[config.mk]
export PLATFORM = sky130hd
export DESIGN_NAME = mtr_target
export DESIGN_NICKNAME = d
export VERILOG_FILES = /design/src/core/mtr_pkg.sv /design/src/core/mtr_target.sv /design/src/core/mtr_fifo.sv
export VERILOG_INCLUDE_DIRS = /design/src /design/src/core
export SDC_FILE = /design/constraint.sdc
export NUM_CORES = 1
export LEC_CHECK = 0
export CAP_MARGIN = 15
export CORE_MARGIN = 2
export CORE_UTILIZATION = 35
export CTS_CLUSTER_DIAMETER = 60
export DETAILED_ROUTE_END_ITERATION = 8
export DONT_BUFFER_PORTS = 1
export HOLD_SLACK_MARGIN = 0.06
export PLACE_DENSITY = 0.61
export SLEW_MARGIN = 20
export SYNTH_ARGS = -nofsm -noshare
export SYNTH_HDL_FRONTEND = slang
export SYNTH_SLANG_ARGS = --single-unit
export TNS_END_PERCENT = 5
[constraint.sdc]
create_clock -name mclk -period 8.1 [get_ports mclk]
set_clock_uncertainty 0.1 [all_clocks]
set_input_delay 1.62 -clock mclk [delete_from_list [all_inputs] [get_ports mclk]]
set_output_delay 1.62 -clock mclk [all_outputs]
set_load 0.005 [all_outputs]
[src/core/mtr_map.svh]
// register offsets, field positions, reset values and timing counts for the monitor target
`ifndef MTR_MAP_SVH
`define MTR_MAP_SVH
`define MTR_ADDR_FIXED      4'h5
`define MTR_IDX_STATUS      8'h1E
`define MTR_IDX_HOLDUP      8'h1F
`define MTR_IDX_CURRENT     8'h21
`define MTR_IDX_FEED_A      8'h22
`define MTR_IDX_FEED_B      8'h23
`define MTR_IDX_TEMP        8'h28
`define MTR_PTR_RESET       8'h00
`define MTR_PTR_MAX         8'hFF
`define MTR_ST_FEED_A_EN    0
`define MTR_ST_FEED_B_EN    1
`define MTR_ST_ALARM        2
`define MTR_ST_HOLDUP_SW    4
`define MTR_ST_HOTSWAP_SW   5
`define MTR_ST_VOUT_OK      6
`define MTR_CLK_MHZ         125
`define MTR_START_DELAY_MS  300
`define MTR_UPDATE_MS       100
`define MTR_START_CYCLES    (`MTR_START_DELAY_MS * 1000 * `MTR_CLK_MHZ)
`define MTR_UPDATE_CYCLES   (`MTR_UPDATE_MS * 1000 * `MTR_CLK_MHZ)
`endif

[src/core/mtr_pkg.sv]
// types for the monitor target
package mtr_pkg;
  typedef enum logic [2:0] {
    MTR_IDLE,
    MTR_ADDR,
    MTR_ADDR_ACK,
    MTR_WR_BYTE,
    MTR_WR_ACK,
    MTR_RD_BYTE,
    MTR_RD_ACK,
    MTR_IGNORE
  } mtr_state_t;
  typedef logic [7:0] mtr_byte_t;
endpackage

[src/core/mtr_target.sv]
// serial-bus target giving a host read access to the monitoring registers
`timescale 1ns/1ps
`default_nettype none
`include "mtr_map.svh"
// How it works
// - start seen as data falling while clock stays high
// - stop seen as data rising while clock high; transfer ends
// - address and data bytes shift most significant bit first
// - matching address gets acknowledge; target takes opposite role
// - write-only index pointer loads from first data byte of a write
// - later write bytes are not stored, they only bump the pointer
// - each read byte returns pointed register, then pointer increments
// - pointer is eight bits, clears at reset, sticks at its maximum
// - writes to unimplemented indexes change nothing, pointer still increments
// - reads of unimplemented indexes return zero, pointer still increments
// - address upper four bits fixed 0101, direction bit is the lsb
// - three low address bits come from the strap, eight addresses
// - readable: status, holdup, current, feed a, feed b, temperature
// - registers start zero, update after 300 ms, then every 100 ms together
// - status bits: enables, alarm, holdup, hotswap, output ok; 3 and 7 zero
module mtr_target #(
  parameter longint START_CYCLES  = `MTR_START_CYCLES,
  parameter longint UPDATE_CYCLES = `MTR_UPDATE_CYCLES,
  parameter int     FIFO_DEPTH    = 16
) (
  // clock and reset
  input  wire logic                mclk,
  input  wire logic                sys_rst,
  // serial bus pins
  input  wire logic                scl_in,
  input  wire logic                sda_in,
  output logic                     sda_out,
  output logic                     sda_oe_n,
  // address strap
  input  wire logic [2:0]          addr_strap,
  // measurement inputs
  input  wire mtr_pkg::mtr_byte_t  holdup_cap_voltage,
  input  wire mtr_pkg::mtr_byte_t  output_current,
  input  wire mtr_pkg::mtr_byte_t  feed_a_voltage,
  input  wire mtr_pkg::mtr_byte_t  feed_b_voltage,
  input  wire mtr_pkg::mtr_byte_t  avg_temperature,
  input  wire logic                feed_a_enable,
  input  wire logic                feed_b_enable,
  input  wire logic                primary_alarm,
  input  wire logic                holdup_switch,
  input  wire logic                hotswap_switch,
  input  wire logic                vout_above_uv,
  // sample handshake towards the register bank
  output logic                     sample_ready
);
  import mtr_pkg::*;

  // ==========================================================
  // pin synchronisers and edge detection
  logic [1:0] scl_sync;
  logic [1:0] sda_sync;
  logic [2:0] strap_sync0;
  logic [2:0] strap_sync1;
  logic       scl_d;
  logic       sda_d;
  logic       scl_rise;
  logic       scl_fall;
  logic       start_det;
  logic       stop_det;

  always_ff @(posedge mclk or posedge sys_rst) begin
    if (sys_rst) begin
      scl_sync    <= 2'b11;
      sda_sync    <= 2'b11;
      strap_sync0 <= 3'h0;
      strap_sync1 <= 3'h0;
      scl_d       <= 1'b1;
      sda_d       <= 1'b1;
    end else begin
      scl_sync    <= {scl_sync[0], scl_in};
      sda_sync    <= {sda_sync[0], sda_in};
      strap_sync0 <= addr_strap;
      strap_sync1 <= strap_sync0;
      scl_d       <= scl_sync[1];
      sda_d       <= sda_sync[1];
    end
  end

  assign scl_rise  = scl_sync[1] && !scl_d;
  assign scl_fall  = !scl_sync[1] && scl_d;
  assign start_det = scl_sync[1] && scl_d && sda_d && !sda_sync[1];
  assign stop_det  = scl_sync[1] && scl_d && !sda_d && sda_sync[1];

  // ==========================================================
  // measurement snapshots through the fifo
  logic [47:0] snap_in;
  logic [47:0] snap_out;
  logic        snap_valid;
  logic        tick;
  logic        busy;
  logic        started;
  logic        next_started;
  longint      timer;
  longint      next_timer;
  mtr_byte_t   bank [6];
  mtr_byte_t   next_bank [6];

  assign snap_in = {2'b00, vout_above_uv, hotswap_switch, holdup_switch, 1'b0,
                    primary_alarm, feed_b_enable, feed_a_enable, 1'b0} == 10'h0 ?
                   {holdup_cap_voltage, output_current, feed_a_voltage, feed_b_voltage,
                    avg_temperature, 8'h00} :
                   {holdup_cap_voltage, output_current, feed_a_voltage, feed_b_voltage,
                    avg_temperature, 1'b0, vout_above_uv, hotswap_switch, holdup_switch,
                    1'b0, primary_alarm, feed_b_enable, feed_a_enable};

  always_comb begin
    next_timer   = timer + 64'sd1;
    next_started = started;
    tick         = 1'b0;
    if (!started && timer >= START_CYCLES - 1) begin
      tick         = 1'b1;
      next_started = 1'b1;
      next_timer   = 64'sd0;
    end else if (started && timer >= UPDATE_CYCLES - 1) begin
      tick       = 1'b1;
      next_timer = 64'sd0;
    end
  end

  mtr_fifo #(
    .WIDTH (48),
    .DEPTH (FIFO_DEPTH)
  ) u_fifo (
    .mclk      (mclk),
    .sys_rst   (sys_rst),
    .in_valid  (tick),
    .in_ready  (sample_ready),
    .in_data   (snap_in),
    .out_valid (snap_valid),
    .out_ready (!busy),
    .out_data  (snap_out)
  );

  // bank only reloads while idle or ignoring the bus so a read never sees a mix
  always_comb begin
    next_bank = bank;
    if (snap_valid && !busy) begin
      next_bank[0] = snap_out[7:0];
      next_bank[1] = snap_out[47:40];
      next_bank[2] = snap_out[39:32];
      next_bank[3] = snap_out[31:24];
      next_bank[4] = snap_out[23:16];
      next_bank[5] = snap_out[15:8];
    end
  end

  always_ff @(posedge mclk or posedge sys_rst) begin
    if (sys_rst) begin
      timer   <= 64'sd0;
      started <= 1'b0;
      for (int i = 0; i < 6; i++) begin
        bank[i] <= 8'h00;
      end
    end else begin
      timer   <= next_timer;
      started <= next_started;
      bank    <= next_bank;
    end
  end

  function automatic mtr_byte_t reg_read(input mtr_byte_t idx);
    if (idx == `MTR_IDX_STATUS) begin
      reg_read = bank[0];
    end else if (idx == `MTR_IDX_HOLDUP) begin
      reg_read = bank[1];
    end else if (idx == `MTR_IDX_CURRENT) begin
      reg_read = bank[2];
    end else if (idx == `MTR_IDX_FEED_A) begin
      reg_read = bank[3];
    end else if (idx == `MTR_IDX_FEED_B) begin
      reg_read = bank[4];
    end else if (idx == `MTR_IDX_TEMP) begin
      reg_read = bank[5];
    end else begin
      reg_read = 8'h00;
    end
  endfunction

  function automatic mtr_byte_t ptr_inc(input mtr_byte_t p);
    ptr_inc = (p == `MTR_PTR_MAX) ? p : p + 8'h01;
  endfunction

  // ==========================================================
  // bus state machine
  mtr_state_t state;
  mtr_state_t next_state;
  logic [2:0] bit_cnt;
  logic [2:0] next_bit_cnt;
  mtr_byte_t  shreg;
  mtr_byte_t  next_shreg;
  mtr_byte_t  register_index_pointer;
  mtr_byte_t  next_ptr;
  logic       first_wr;
  logic       next_first_wr;
  logic       drive_low;
  logic       next_drive_low;
  logic       rd_mode;
  logic       next_rd_mode;
  logic       have_bits;
  logic       next_have_bits;
  mtr_byte_t  rd_byte;

  assign busy     = (state != MTR_IDLE) && (state != MTR_IGNORE);
  assign sda_out  = 1'b0;
  assign sda_oe_n = !drive_low;

  always_comb begin
    next_state     = state;
    next_bit_cnt   = bit_cnt;
    next_shreg     = shreg;
    next_ptr       = register_index_pointer;
    next_first_wr  = first_wr;
    next_drive_low = drive_low;
    next_rd_mode   = rd_mode;
    next_have_bits = have_bits;
    rd_byte        = reg_read(register_index_pointer);
    if (start_det) begin
      next_state     = MTR_ADDR;
      next_bit_cnt   = 3'd0;
      next_drive_low = 1'b0;
      next_have_bits = 1'b0;
    end else if (stop_det) begin
      next_state     = MTR_IDLE;
      next_drive_low = 1'b0;
    end else begin
      case (state)
        MTR_ADDR, MTR_WR_BYTE: begin
          if (scl_rise) begin
            next_shreg     = {shreg[6:0], sda_sync[1]};
            next_bit_cnt   = bit_cnt + 3'd1;
            next_have_bits = 1'b1;
          end else if (scl_fall && bit_cnt == 3'd0 && have_bits) begin
            next_have_bits = 1'b0;
            if (state == MTR_ADDR) begin
              if (shreg[7:1] == {`MTR_ADDR_FIXED, strap_sync1}) begin
                next_drive_low = 1'b1;
                next_rd_mode   = shreg[0];
                next_first_wr  = 1'b1;
                next_state     = MTR_ADDR_ACK;
              end else begin
                next_state = MTR_IGNORE;
              end
            end else begin
              if (first_wr) begin
                next_ptr = shreg;
              end else begin
                next_ptr = ptr_inc(register_index_pointer);
              end
              next_first_wr  = 1'b0;
              next_drive_low = 1'b1;
              next_state     = MTR_WR_ACK;
            end
          end
        end
        MTR_ADDR_ACK, MTR_WR_ACK: begin
          if (scl_fall) begin
            next_bit_cnt = 3'd0;
            if (rd_mode) begin
              next_shreg     = rd_byte;
              next_ptr       = ptr_inc(register_index_pointer);
              next_drive_low = !rd_byte[7];
              next_state     = MTR_RD_BYTE;
            end else begin
              next_drive_low = 1'b0;
              next_state     = MTR_WR_BYTE;
            end
          end
        end
        MTR_RD_BYTE: begin
          if (scl_fall) begin
            next_bit_cnt = bit_cnt + 3'd1;
            if (bit_cnt == 3'd7) begin
              next_drive_low = 1'b0;
              next_state     = MTR_RD_ACK;
            end else begin
              next_shreg     = {shreg[6:0], 1'b0};
              next_drive_low = !shreg[6];
            end
          end
        end
        MTR_RD_ACK: begin
          if (scl_rise) begin
            if (sda_sync[1]) begin
              next_state = MTR_IGNORE;
            end else begin
              next_state = MTR_ADDR_ACK;
            end
          end
        end
        MTR_IGNORE: begin
          next_drive_low = 1'b0;
        end
        default: begin
          next_state = MTR_IDLE;
        end
      endcase
    end
  end

  always_ff @(posedge mclk or posedge sys_rst) begin
    if (sys_rst) begin
      state                  <= MTR_IDLE;
      bit_cnt                <= 3'd0;
      shreg                  <= 8'h00;
      register_index_pointer <= `MTR_PTR_RESET;
      first_wr               <= 1'b0;
      drive_low              <= 1'b0;
      rd_mode                <= 1'b0;
      have_bits              <= 1'b0;
    end else begin
      state                  <= next_state;
      bit_cnt                <= next_bit_cnt;
      shreg                  <= next_shreg;
      register_index_pointer <= next_ptr;
      first_wr               <= next_first_wr;
      drive_low              <= next_drive_low;
      rd_mode                <= next_rd_mode;
      have_bits              <= next_have_bits;
    end
  end
endmodule
`default_nettype wire

[src/core/mtr_fifo.sv]
// small fifo holding snapshot words on their way into the register bank
`timescale 1ns/1ps
`default_nettype none
module mtr_fifo #(
  parameter int WIDTH = 48,
  parameter int DEPTH = 16
) (
  // clock and reset
  input  wire logic             mclk,
  input  wire logic             sys_rst,
  // fill side
  input  wire logic             in_valid,
  output logic                  in_ready,
  input  wire logic [WIDTH-1:0] in_data,
  // drain side
  output logic                  out_valid,
  input  wire logic             out_ready,
  output logic [WIDTH-1:0]      out_data
);
  localparam int AW = $clog2(DEPTH);
  logic [WIDTH-1:0] mem [DEPTH];
  logic [AW:0]      wr_ptr;
  logic [AW:0]      rd_ptr;
  logic [AW:0]      next_wr_ptr;
  logic [AW:0]      next_rd_ptr;
  logic             full;
  logic             empty;
  logic             do_wr;
  logic             do_rd;

  assign full      = (wr_ptr[AW] != rd_ptr[AW]) && (wr_ptr[AW-1:0] == rd_ptr[AW-1:0]);
  assign empty     = (wr_ptr == rd_ptr);
  assign in_ready  = !full;
  assign out_valid = !empty;
  assign do_wr     = in_valid && !full;
  assign do_rd     = out_ready && !empty;

  always_comb begin
    next_wr_ptr = wr_ptr + (AW+1)'(do_wr);
    next_rd_ptr = rd_ptr + (AW+1)'(do_rd);
  end

  always_ff @(posedge mclk or posedge sys_rst) begin
    if (sys_rst) begin
      wr_ptr <= '0;
      rd_ptr <= '0;
    end else begin
      wr_ptr <= next_wr_ptr;
      rd_ptr <= next_rd_ptr;
    end
  end

  always_ff @(posedge mclk) begin
    if (do_wr) begin
      mem[wr_ptr[AW-1:0]] <= in_data;
    end
  end

  // read data from a register, refreshed to show the head word;
  // a word written into the slot that becomes the head passes straight through
  always_ff @(posedge mclk or posedge sys_rst) begin
    if (sys_rst) begin
      out_data <= '0;
    end else if (do_wr && (wr_ptr[AW-1:0] == next_rd_ptr[AW-1:0])) begin
      out_data <= in_data;
    end else begin
      out_data <= mem[next_rd_ptr[AW-1:0]];
    end
  end
endmodule
`default_nettype wire

After elaboration in Yosys (flattened, before gate mapping)
Memory sizes are Yosys's and may differ from the RTL's. A register that Yosys moved wholly into a read port is not among the register bits.
Index checks and enable logic that the tools add are counted.

word-level totals
  register bits = 209
  bits in latches = 0
  RAM bits = 752
  ROM bits = 0
  output and inout bits = 3
  memories kept = 1

operators by class
  add/sub/neg operators = 5
  multipliers = 0
  div/mod/pow operators = 0
  $lt $le $gt $ge = 2
  equal/unequal tests = 42
  shift operators = 0
  muxes and demuxes = 64
  bitwise gates (word level) = 3
  reduce and logical (&&, ||, !) cells = 46

memories
  name        words  bits a word  read ports  clocked after Yosys merged registers in  wr ports  line            RTL
  u_fifo.mem  16     47           1           1                                        1         mtr_fifo.sv:21  logic [WIDTH-1:0] mem [DEPTH];

operators by type and width
  kind                     number
  $mux W8                  18
  $mux W64                 2
  $add A64 B2 Y64 const B  1
  $ge A64 B25 Y1 const B   1
  $ge A64 B27 Y1 const B   1
  $mux W3                  17
  $mux W48                 1
  $eq A8 B6 Y1 const B     4
  $ne A4 B4 Y1 const B     6
  $pmux W8 S3              1
  $mux W1                  20
  $ne A2 B2 Y1 const B     9
  $eq A8 B5 Y1 const B     2
  $logic_and A1 B1 Y1      16
  $pmux W8 S2              1
  $reduce_and A8 Y1        2
  $eq A3 B3 Y1 const B     5
  $ne A3 B3 Y1 const B     5
  $pmux W3 S5              1
  $reduce_and A7 Y1        2
  $reduce_and A6 Y1        2
  $logic_not A1 Y1         11
  $add A5 B1 Y5            2
  $pmux W3 S3              1
  other kinds (23)         31

Logic depth before layout (Yosys ltp)
  word-level depth = 13
  depth in mapped cells = 17

Hierarchy
A second synthesis with hierarchy kept.

unflattened totals
  cell total of the unflattened synthesis = 2,157
  area total of the unflattened synthesis = 39,565.4 sq um

modules (own cells, without submodules)
  module      instances  cells an instance  area an instance (sq um)
  mtr_fifo    1          1,334              31,492.7
  mtr_target  1          823                8,072.7

Worst setup path before layout
Ideal clock, no wire load.

  kind = register to register
  start point = reg timer[11] in the netlist's numbering
  end point = mem u_fifo.mem[10][0] in the netlist's numbering, enable pin
  setup time = 0.564 ns
  arrival = 6.631 ns
  path slack = 0.806 ns
  stages on the path, launching flop included = 9
  buffers on the path = 2
  clock period less this slack = 7.294 ns
  cells stage by stage = dfrtp_1 > or4_4 > nor4_2 > o2111ai_1 > and4b_1 > or3_1 > buf_2 > buf_6 > nor4_1

on the way
  word-level cells in the longest chain between the ends = 7

ends and longest elaborated chain
  element                            line               RTL
  start: declaration                 mtr_target.sv:98   longint timer;
  start signal: assignment           mtr_target.sv:160  timer <= next_timer;
  $ge A64 B25 Y1                     mtr_target.sv:119  end else if (started && timer >= UPDATE_CYCLES - 1) begin
  $logic_and A1 B1 Y1                mtr_target.sv:119
  $mux W1                            mtr_target.sv:119
  $mux W1 (*)                        mtr_target.sv:115  if (!started && timer >= START_CYCLES - 1) begin
  $logic_and A1 B1 Y1 (*)            mtr_fifo.sv:35     assign do_wr = in_valid && !full;
  $mux W1 (*)                        mtr_fifo.sv:54     if (do_wr) begin
  $mux W1 (implied by the code) (*)  mtr_fifo.sv:55     mem[wr_ptr[AW-1:0]] <= in_data;
  end: declaration                   mtr_fifo.sv:21

Every way passes the cells marked *; elsewhere a longest branch is shown, timed or not.

Worst setup path after layout
  start point = reg state[2]
  end point = reg u_fifo.out_data[19] (read register of u_fifo.mem)

on the way
  word-level cells in the longest chain between the ends = 5

ends and longest elaborated chain
  element                                             line               RTL
  start: declaration                                  mtr_target.sv:190  mtr_state_t state;
  start signal: assignment                            mtr_target.sv:316  state <= next_state;
  $ne A3 B3 Y1 or $reduce_bool A3 Y1 (tied branches)  mtr_target.sv:208  assign busy = (state != MTR_IDLE) && (state != MTR_IGNORE);
  $logic_and A1 B1 Y1 (*)                             mtr_target.sv:208
  $logic_not A1 Y1 (*)                                mtr_target.sv:135  .out_ready (!busy),
  $logic_and A1 B1 Y1 (*)                             mtr_fifo.sv:36     assign do_rd = out_ready && !empty;
  $add A5 B1 Y5 (*)                                   mtr_fifo.sv:40     next_rd_ptr = rd_ptr + (AW+1)'(do_rd);
  via u_fifo.next_rd_ptr[1]                           mtr_fifo.sv:25     logic [AW:0] next_rd_ptr;
  end: declaration                                    mtr_fifo.sv:18     output logic [WIDTH-1:0] out_data

Mark *: on every way through the listed nets, which the timed path passes. The rest lies on a longest branch.
A chain may end at the register's enable or synchronous reset.

==> flow_metrics.py <==
metrics = {
    "clocking": {
        "cts.hold.buffers_added": 0,
        "clock_tree.htree_level_count": 3,
        "cts_repair_resize_count": 0,
        "clock_tree.root_cell": "sky130_fd_sc_hd__clkbuf_16",
        "tritoncts": "built",
        "cts_inserted_buffers": 99,
        "later_pin_clock_latency_in_the_skew_report_ns": 0.67,
        "cts_setup_buffers": 0,
        "clock-sinks": 941,
        "cts.clk_slew.worst_paths_ns": 0.06,
        "clockBufferDepth": 3,
    },
    "pwr": {
        "power.static_leakage_nw": 14.6,
        "powerDensity_nw_per_um2": 237,
        "p_total_mw": 10.2,
        "power.ir.vdd_worst_mv": 0.191,
    },
    "logic_synthesis": {
        "synthCells": 2257,
        "synth_flop_cell": "sky130_fd_sc_hd__edfxtp_1",
        "fraction_of_synthesis_flops_using_an_asynchronous_set_or_reset_pin": 0.218,
        "ys.warnings.count": 0,
        "syn-mean-instance-area_um2": 16.9,
        "syn_area_um2": 38100,
        "ys_seq_elements": 941,
        "synth_cell_type_count": 69,
        "synth_fp_nets": 2322,
        "synth-edff-count": 736,
        "synth.yosys.seq_area_share": 0.714,
    },
    "sta": {
        "rsz0062_at_grt": "no",
        "clock.fmax_ghz": 0.202,
        "worst_slew_pin_slew_ns": 1.05,
        "setup_viol_count_final": 0,
        "finalCritPeriodShare": 0.610,
        "timing_hold_violations_final": 0,
        "slew_headroom": 0.297,
        "fin_setup_tns_ns": 0,
        "timing.final.max_slew_violations": 0,
        "period_minus_slack_ns": 4.94,
        "hold_ws_ns": 0.228,
        "setup_slack_ns": 3.16,
    },
    "finish": {
        "final_core_util": 0.398,
        "instances_no_fill": 3761,
        "final_area_um2": 43100,
        "area.growth.synth_to_final_pct": 13.1,
        "layout.cells.most_common_list": "sky130_fd_sc_hd__edfxtp_1 (736), sky130_fd_sc_hd__nand2_1 (254), sky130_fd_sc_hd__dfrtp_1 (199)",
        "finish.net_count": 2329,
        "antenna_cells_inserted": 0,
        "most_common_library_cell_in_the_layout_ignoring_fill_and_taps": "sky130_fd_sc_hd__edfxtp_1",
        "layout-drive-gt1-share": 0.213,
    },
    "critical_path": {
        "worst_ep_required_time_ns": 8.55,
        "setup.worst_path.class": "register to register",
        "reg2reg_slack_ns": 3.16,
        "start_kind": "register",
        "worst_setup_path_startpoint": "state[2]",
        "r2r-start": "state[2]",
        "cp.arrival_ns": 5.39,
        "critPathMaxFanout": 130,
        "regToRegEndpoint": "u_fifo.out_data[19]",
        "rr_worst_depth": 13,
        "crit_end": "u_fifo.out_data[19]",
        "critical_path_endpoint_category": "register",
    },
    "floorplan": {
        "die-width_um": 334,
        "die-area_um2": 112000,
        "core_area_um2": 108000,
        "rows": 121,
        "floorplan.io_pins": 56,
        "initial_utilization": 0.352,
        "die_height_um": 334,
    },
    "drt": {
        "dr_wl_met2_mm": 42.2,
        "dr.pass1.iters": 5,
        "routedWlPerCell_um": 23.2,
        "detail_route.drc_violations": 0,
        "vias": 20100,
        "top_signal_layer_used": "met5",
        "ant_nets": 0,
        "met1Wirelength_mm": 37.5,
        "detailroute.wirelength.met3_mm": 5.59,
        "drt_iter0_markers": 1922,
        "postRouteWirelength_mm": 87.3,
        "via_per_inst": 5.35,
    },
    "place": {
        "port_buffers": 0,
        "globalplace.congestion": 0.857,
        "placed_cell_area_um2": 39800,
        "final_hpwl_dp_mm": 45.6,
        "place.detailed.instances": 3577,
        "dpl_worst_slack_ns": 3.12,
    },
    "global_routing": {
        "antenna_found_initial": 2,
        "overflow": 0,
        "grt.total_usage": 0.157,
        "first_global_vias": 20700,
        "pin_count_of_the_biggest_net_entering_global_routing": 143,
        "grt_first_pass_wirelength_mm": 133,
    },
    "job": {
        "max-cap-violations": 0,
    },
    "run_status": {
        "outcome": "finished clean",
    },
    "min_path": {
        "worst_hold_check_path_type": "register to register",
    },
}
-- layout make-up --
type	count	area, um^2
clock buffer	133	2730
timing repair buffer	38	330
fill	9726	65300
sequential	941	27200
tap	1414	1770
clock inverter	51	573
inverter	27	115
multi-input combinational	1157	10400
-- cell usage after synthesis (3+ instances only) --
cell | n | area [um^2]
sky130_fd_sc_hd__a211oi_1 | 6 | 45.0
sky130_fd_sc_hd__a21o_1 | 4 | 30.0
sky130_fd_sc_hd__a21oi_1 | 39 | 195
sky130_fd_sc_hd__a221oi_1 | 6 | 52.6
sky130_fd_sc_hd__a22oi_1 | 4 | 30.0
sky130_fd_sc_hd__a31oi_1 | 51 | 319
sky130_fd_sc_hd__and3_1 | 53 | 332
sky130_fd_sc_hd__and4_1 | 4 | 35.0
sky130_fd_sc_hd__buf_1 | 9 | 33.8
sky130_fd_sc_hd__buf_2 | 23 | 115
sky130_fd_sc_hd__buf_8 | 4 | 60.1
sky130_fd_sc_hd__clkbuf_1 | 92 | 345
sky130_fd_sc_hd__dfrtp_1 | 199 | 4980
sky130_fd_sc_hd__dfstp_2 | 6 | 158
sky130_fd_sc_hd__edfxtp_1 | 736 | 22100
sky130_fd_sc_hd__ha_1 | 12 | 150
sky130_fd_sc_hd__inv_1 | 26 | 97.6
sky130_fd_sc_hd__mux2_2 | 53 | 597
sky130_fd_sc_hd__mux2_4 | 40 | 601
sky130_fd_sc_hd__mux2i_1 | 5 | 50.1
sky130_fd_sc_hd__mux4_2 | 184 | 4140
sky130_fd_sc_hd__nand2_1 | 254 | 953
sky130_fd_sc_hd__nand2b_1 | 10 | 62.6
sky130_fd_sc_hd__nand3_1 | 48 | 240
sky130_fd_sc_hd__nand4_1 | 19 | 119
sky130_fd_sc_hd__nor2_1 | 108 | 405
sky130_fd_sc_hd__nor2b_1 | 13 | 81.3
sky130_fd_sc_hd__nor3_1 | 29 | 145
sky130_fd_sc_hd__nor4_1 | 35 | 219
sky130_fd_sc_hd__o211ai_1 | 5 | 37.5
sky130_fd_sc_hd__o21ai_0 | 25 | 125
sky130_fd_sc_hd__o22ai_1 | 14 | 87.6
sky130_fd_sc_hd__o31ai_1 | 5 | 37.5
sky130_fd_sc_hd__or2_2 | 3 | 18.8
sky130_fd_sc_hd__or3_1 | 10 | 62.6
sky130_fd_sc_hd__xnor2_1 | 59 | 517
sky130_fd_sc_hd__xor2_1 | 22 | 193
-- sequential cells by signal, indices dropped and copies added, names as in the netlist, 2 cells and up --
| signal | count |
|---|---|
| strap_sync1 | 3 |
| strap_sync0 | 3 |
| scl_sync | 2 |
| u_fifo.wr_ptr | 5 |
| bank | 46 |
| u_fifo.mem | 736 |
| bit_cnt | 3 |
| timer | 64 |
| shreg | 8 |
| u_fifo.rd_ptr | 5 |
| register_index_pointer | 8 |
| u_fifo.out_data | 46 |
| state | 3 |
| sda_sync | 2 |
-- worst max-delay path: stages (launching register included) --
cell	delay [ns]
sky130_fd_sc_hd__dfrtp_1	0.66
sky130_fd_sc_hd__clkinv_1	0.39
sky130_fd_sc_hd__nand3_1	0.24
sky130_fd_sc_hd__a22oi_2	0.07
sky130_fd_sc_hd__buf_4	0.33
sky130_fd_sc_hd__ha_4	0.28
sky130_fd_sc_hd__ha_4	0.28
sky130_fd_sc_hd__buf_12	0.60
sky130_fd_sc_hd__buf_4	0.82
sky130_fd_sc_hd__mux4_2	0.43
sky130_fd_sc_hd__nand2_1	0.10
sky130_fd_sc_hd__and3_1	0.17
sky130_fd_sc_hd__a31oi_1	0.05
sky130_fd_sc_hd__mux2_4	0.28
-- worst min-delay path by stage --
stage / start / to / slack [ns] / cells after the start
2_1_floorplan: strap_sync0[0] / strap_sync1[0] / 0.23 / 0
3_3_place_gp: strap_sync0[2] / strap_sync1[2] / 0.24 / 0
3_5_place_dp: strap_sync0[1] / strap_sync1[1] / 0.24 / 0
4_1_cts: sda_sync[0] / sda_sync[1] / 0.22 / 0
5_1_grt: sda_sync[0] / sda_sync[1] / 0.23 / 0
6_report: sda_sync[0] / sda_sync[1] / 0.23 / 0
-- per-layer routing --
| layer | vias up | global-route usage |
|---|---|---|
| met5 | - | 0 |
| li1 | 8763 | - |
| met3 | 134 | 0.0366 |
| met2 | 598 | 0.254 |
| met1 | 10600 | 0.212 |
| met4 | 2 | 0.0444 |
-- report_power, final --
group          internal [mW]  switching [mW]
Combinational          0.132           0.231
Sequential              5.26          0.0751
Clock                   2.64            1.87
-- cell families after synthesis --
| family | after synthesis | share of synthesized area |
|---|---|---|
| AO/OA/AOI/OAI | 176 | 0.0291 |
| XOR/XNOR | 81 | 0.0186 |
| adder cells (fa/ha/maj) | 12 | 0.00394 |
| buffers and inverters | 159 | 0.0181 |
| flip-flops | 941 | 0.714 |
| multiplexers | 282 | 0.141 |
| other | 1 | 0.0000983 |
| AND/OR/NAND/NOR | 605 | 0.0746 |
Power figures use the tool's default switching activity.
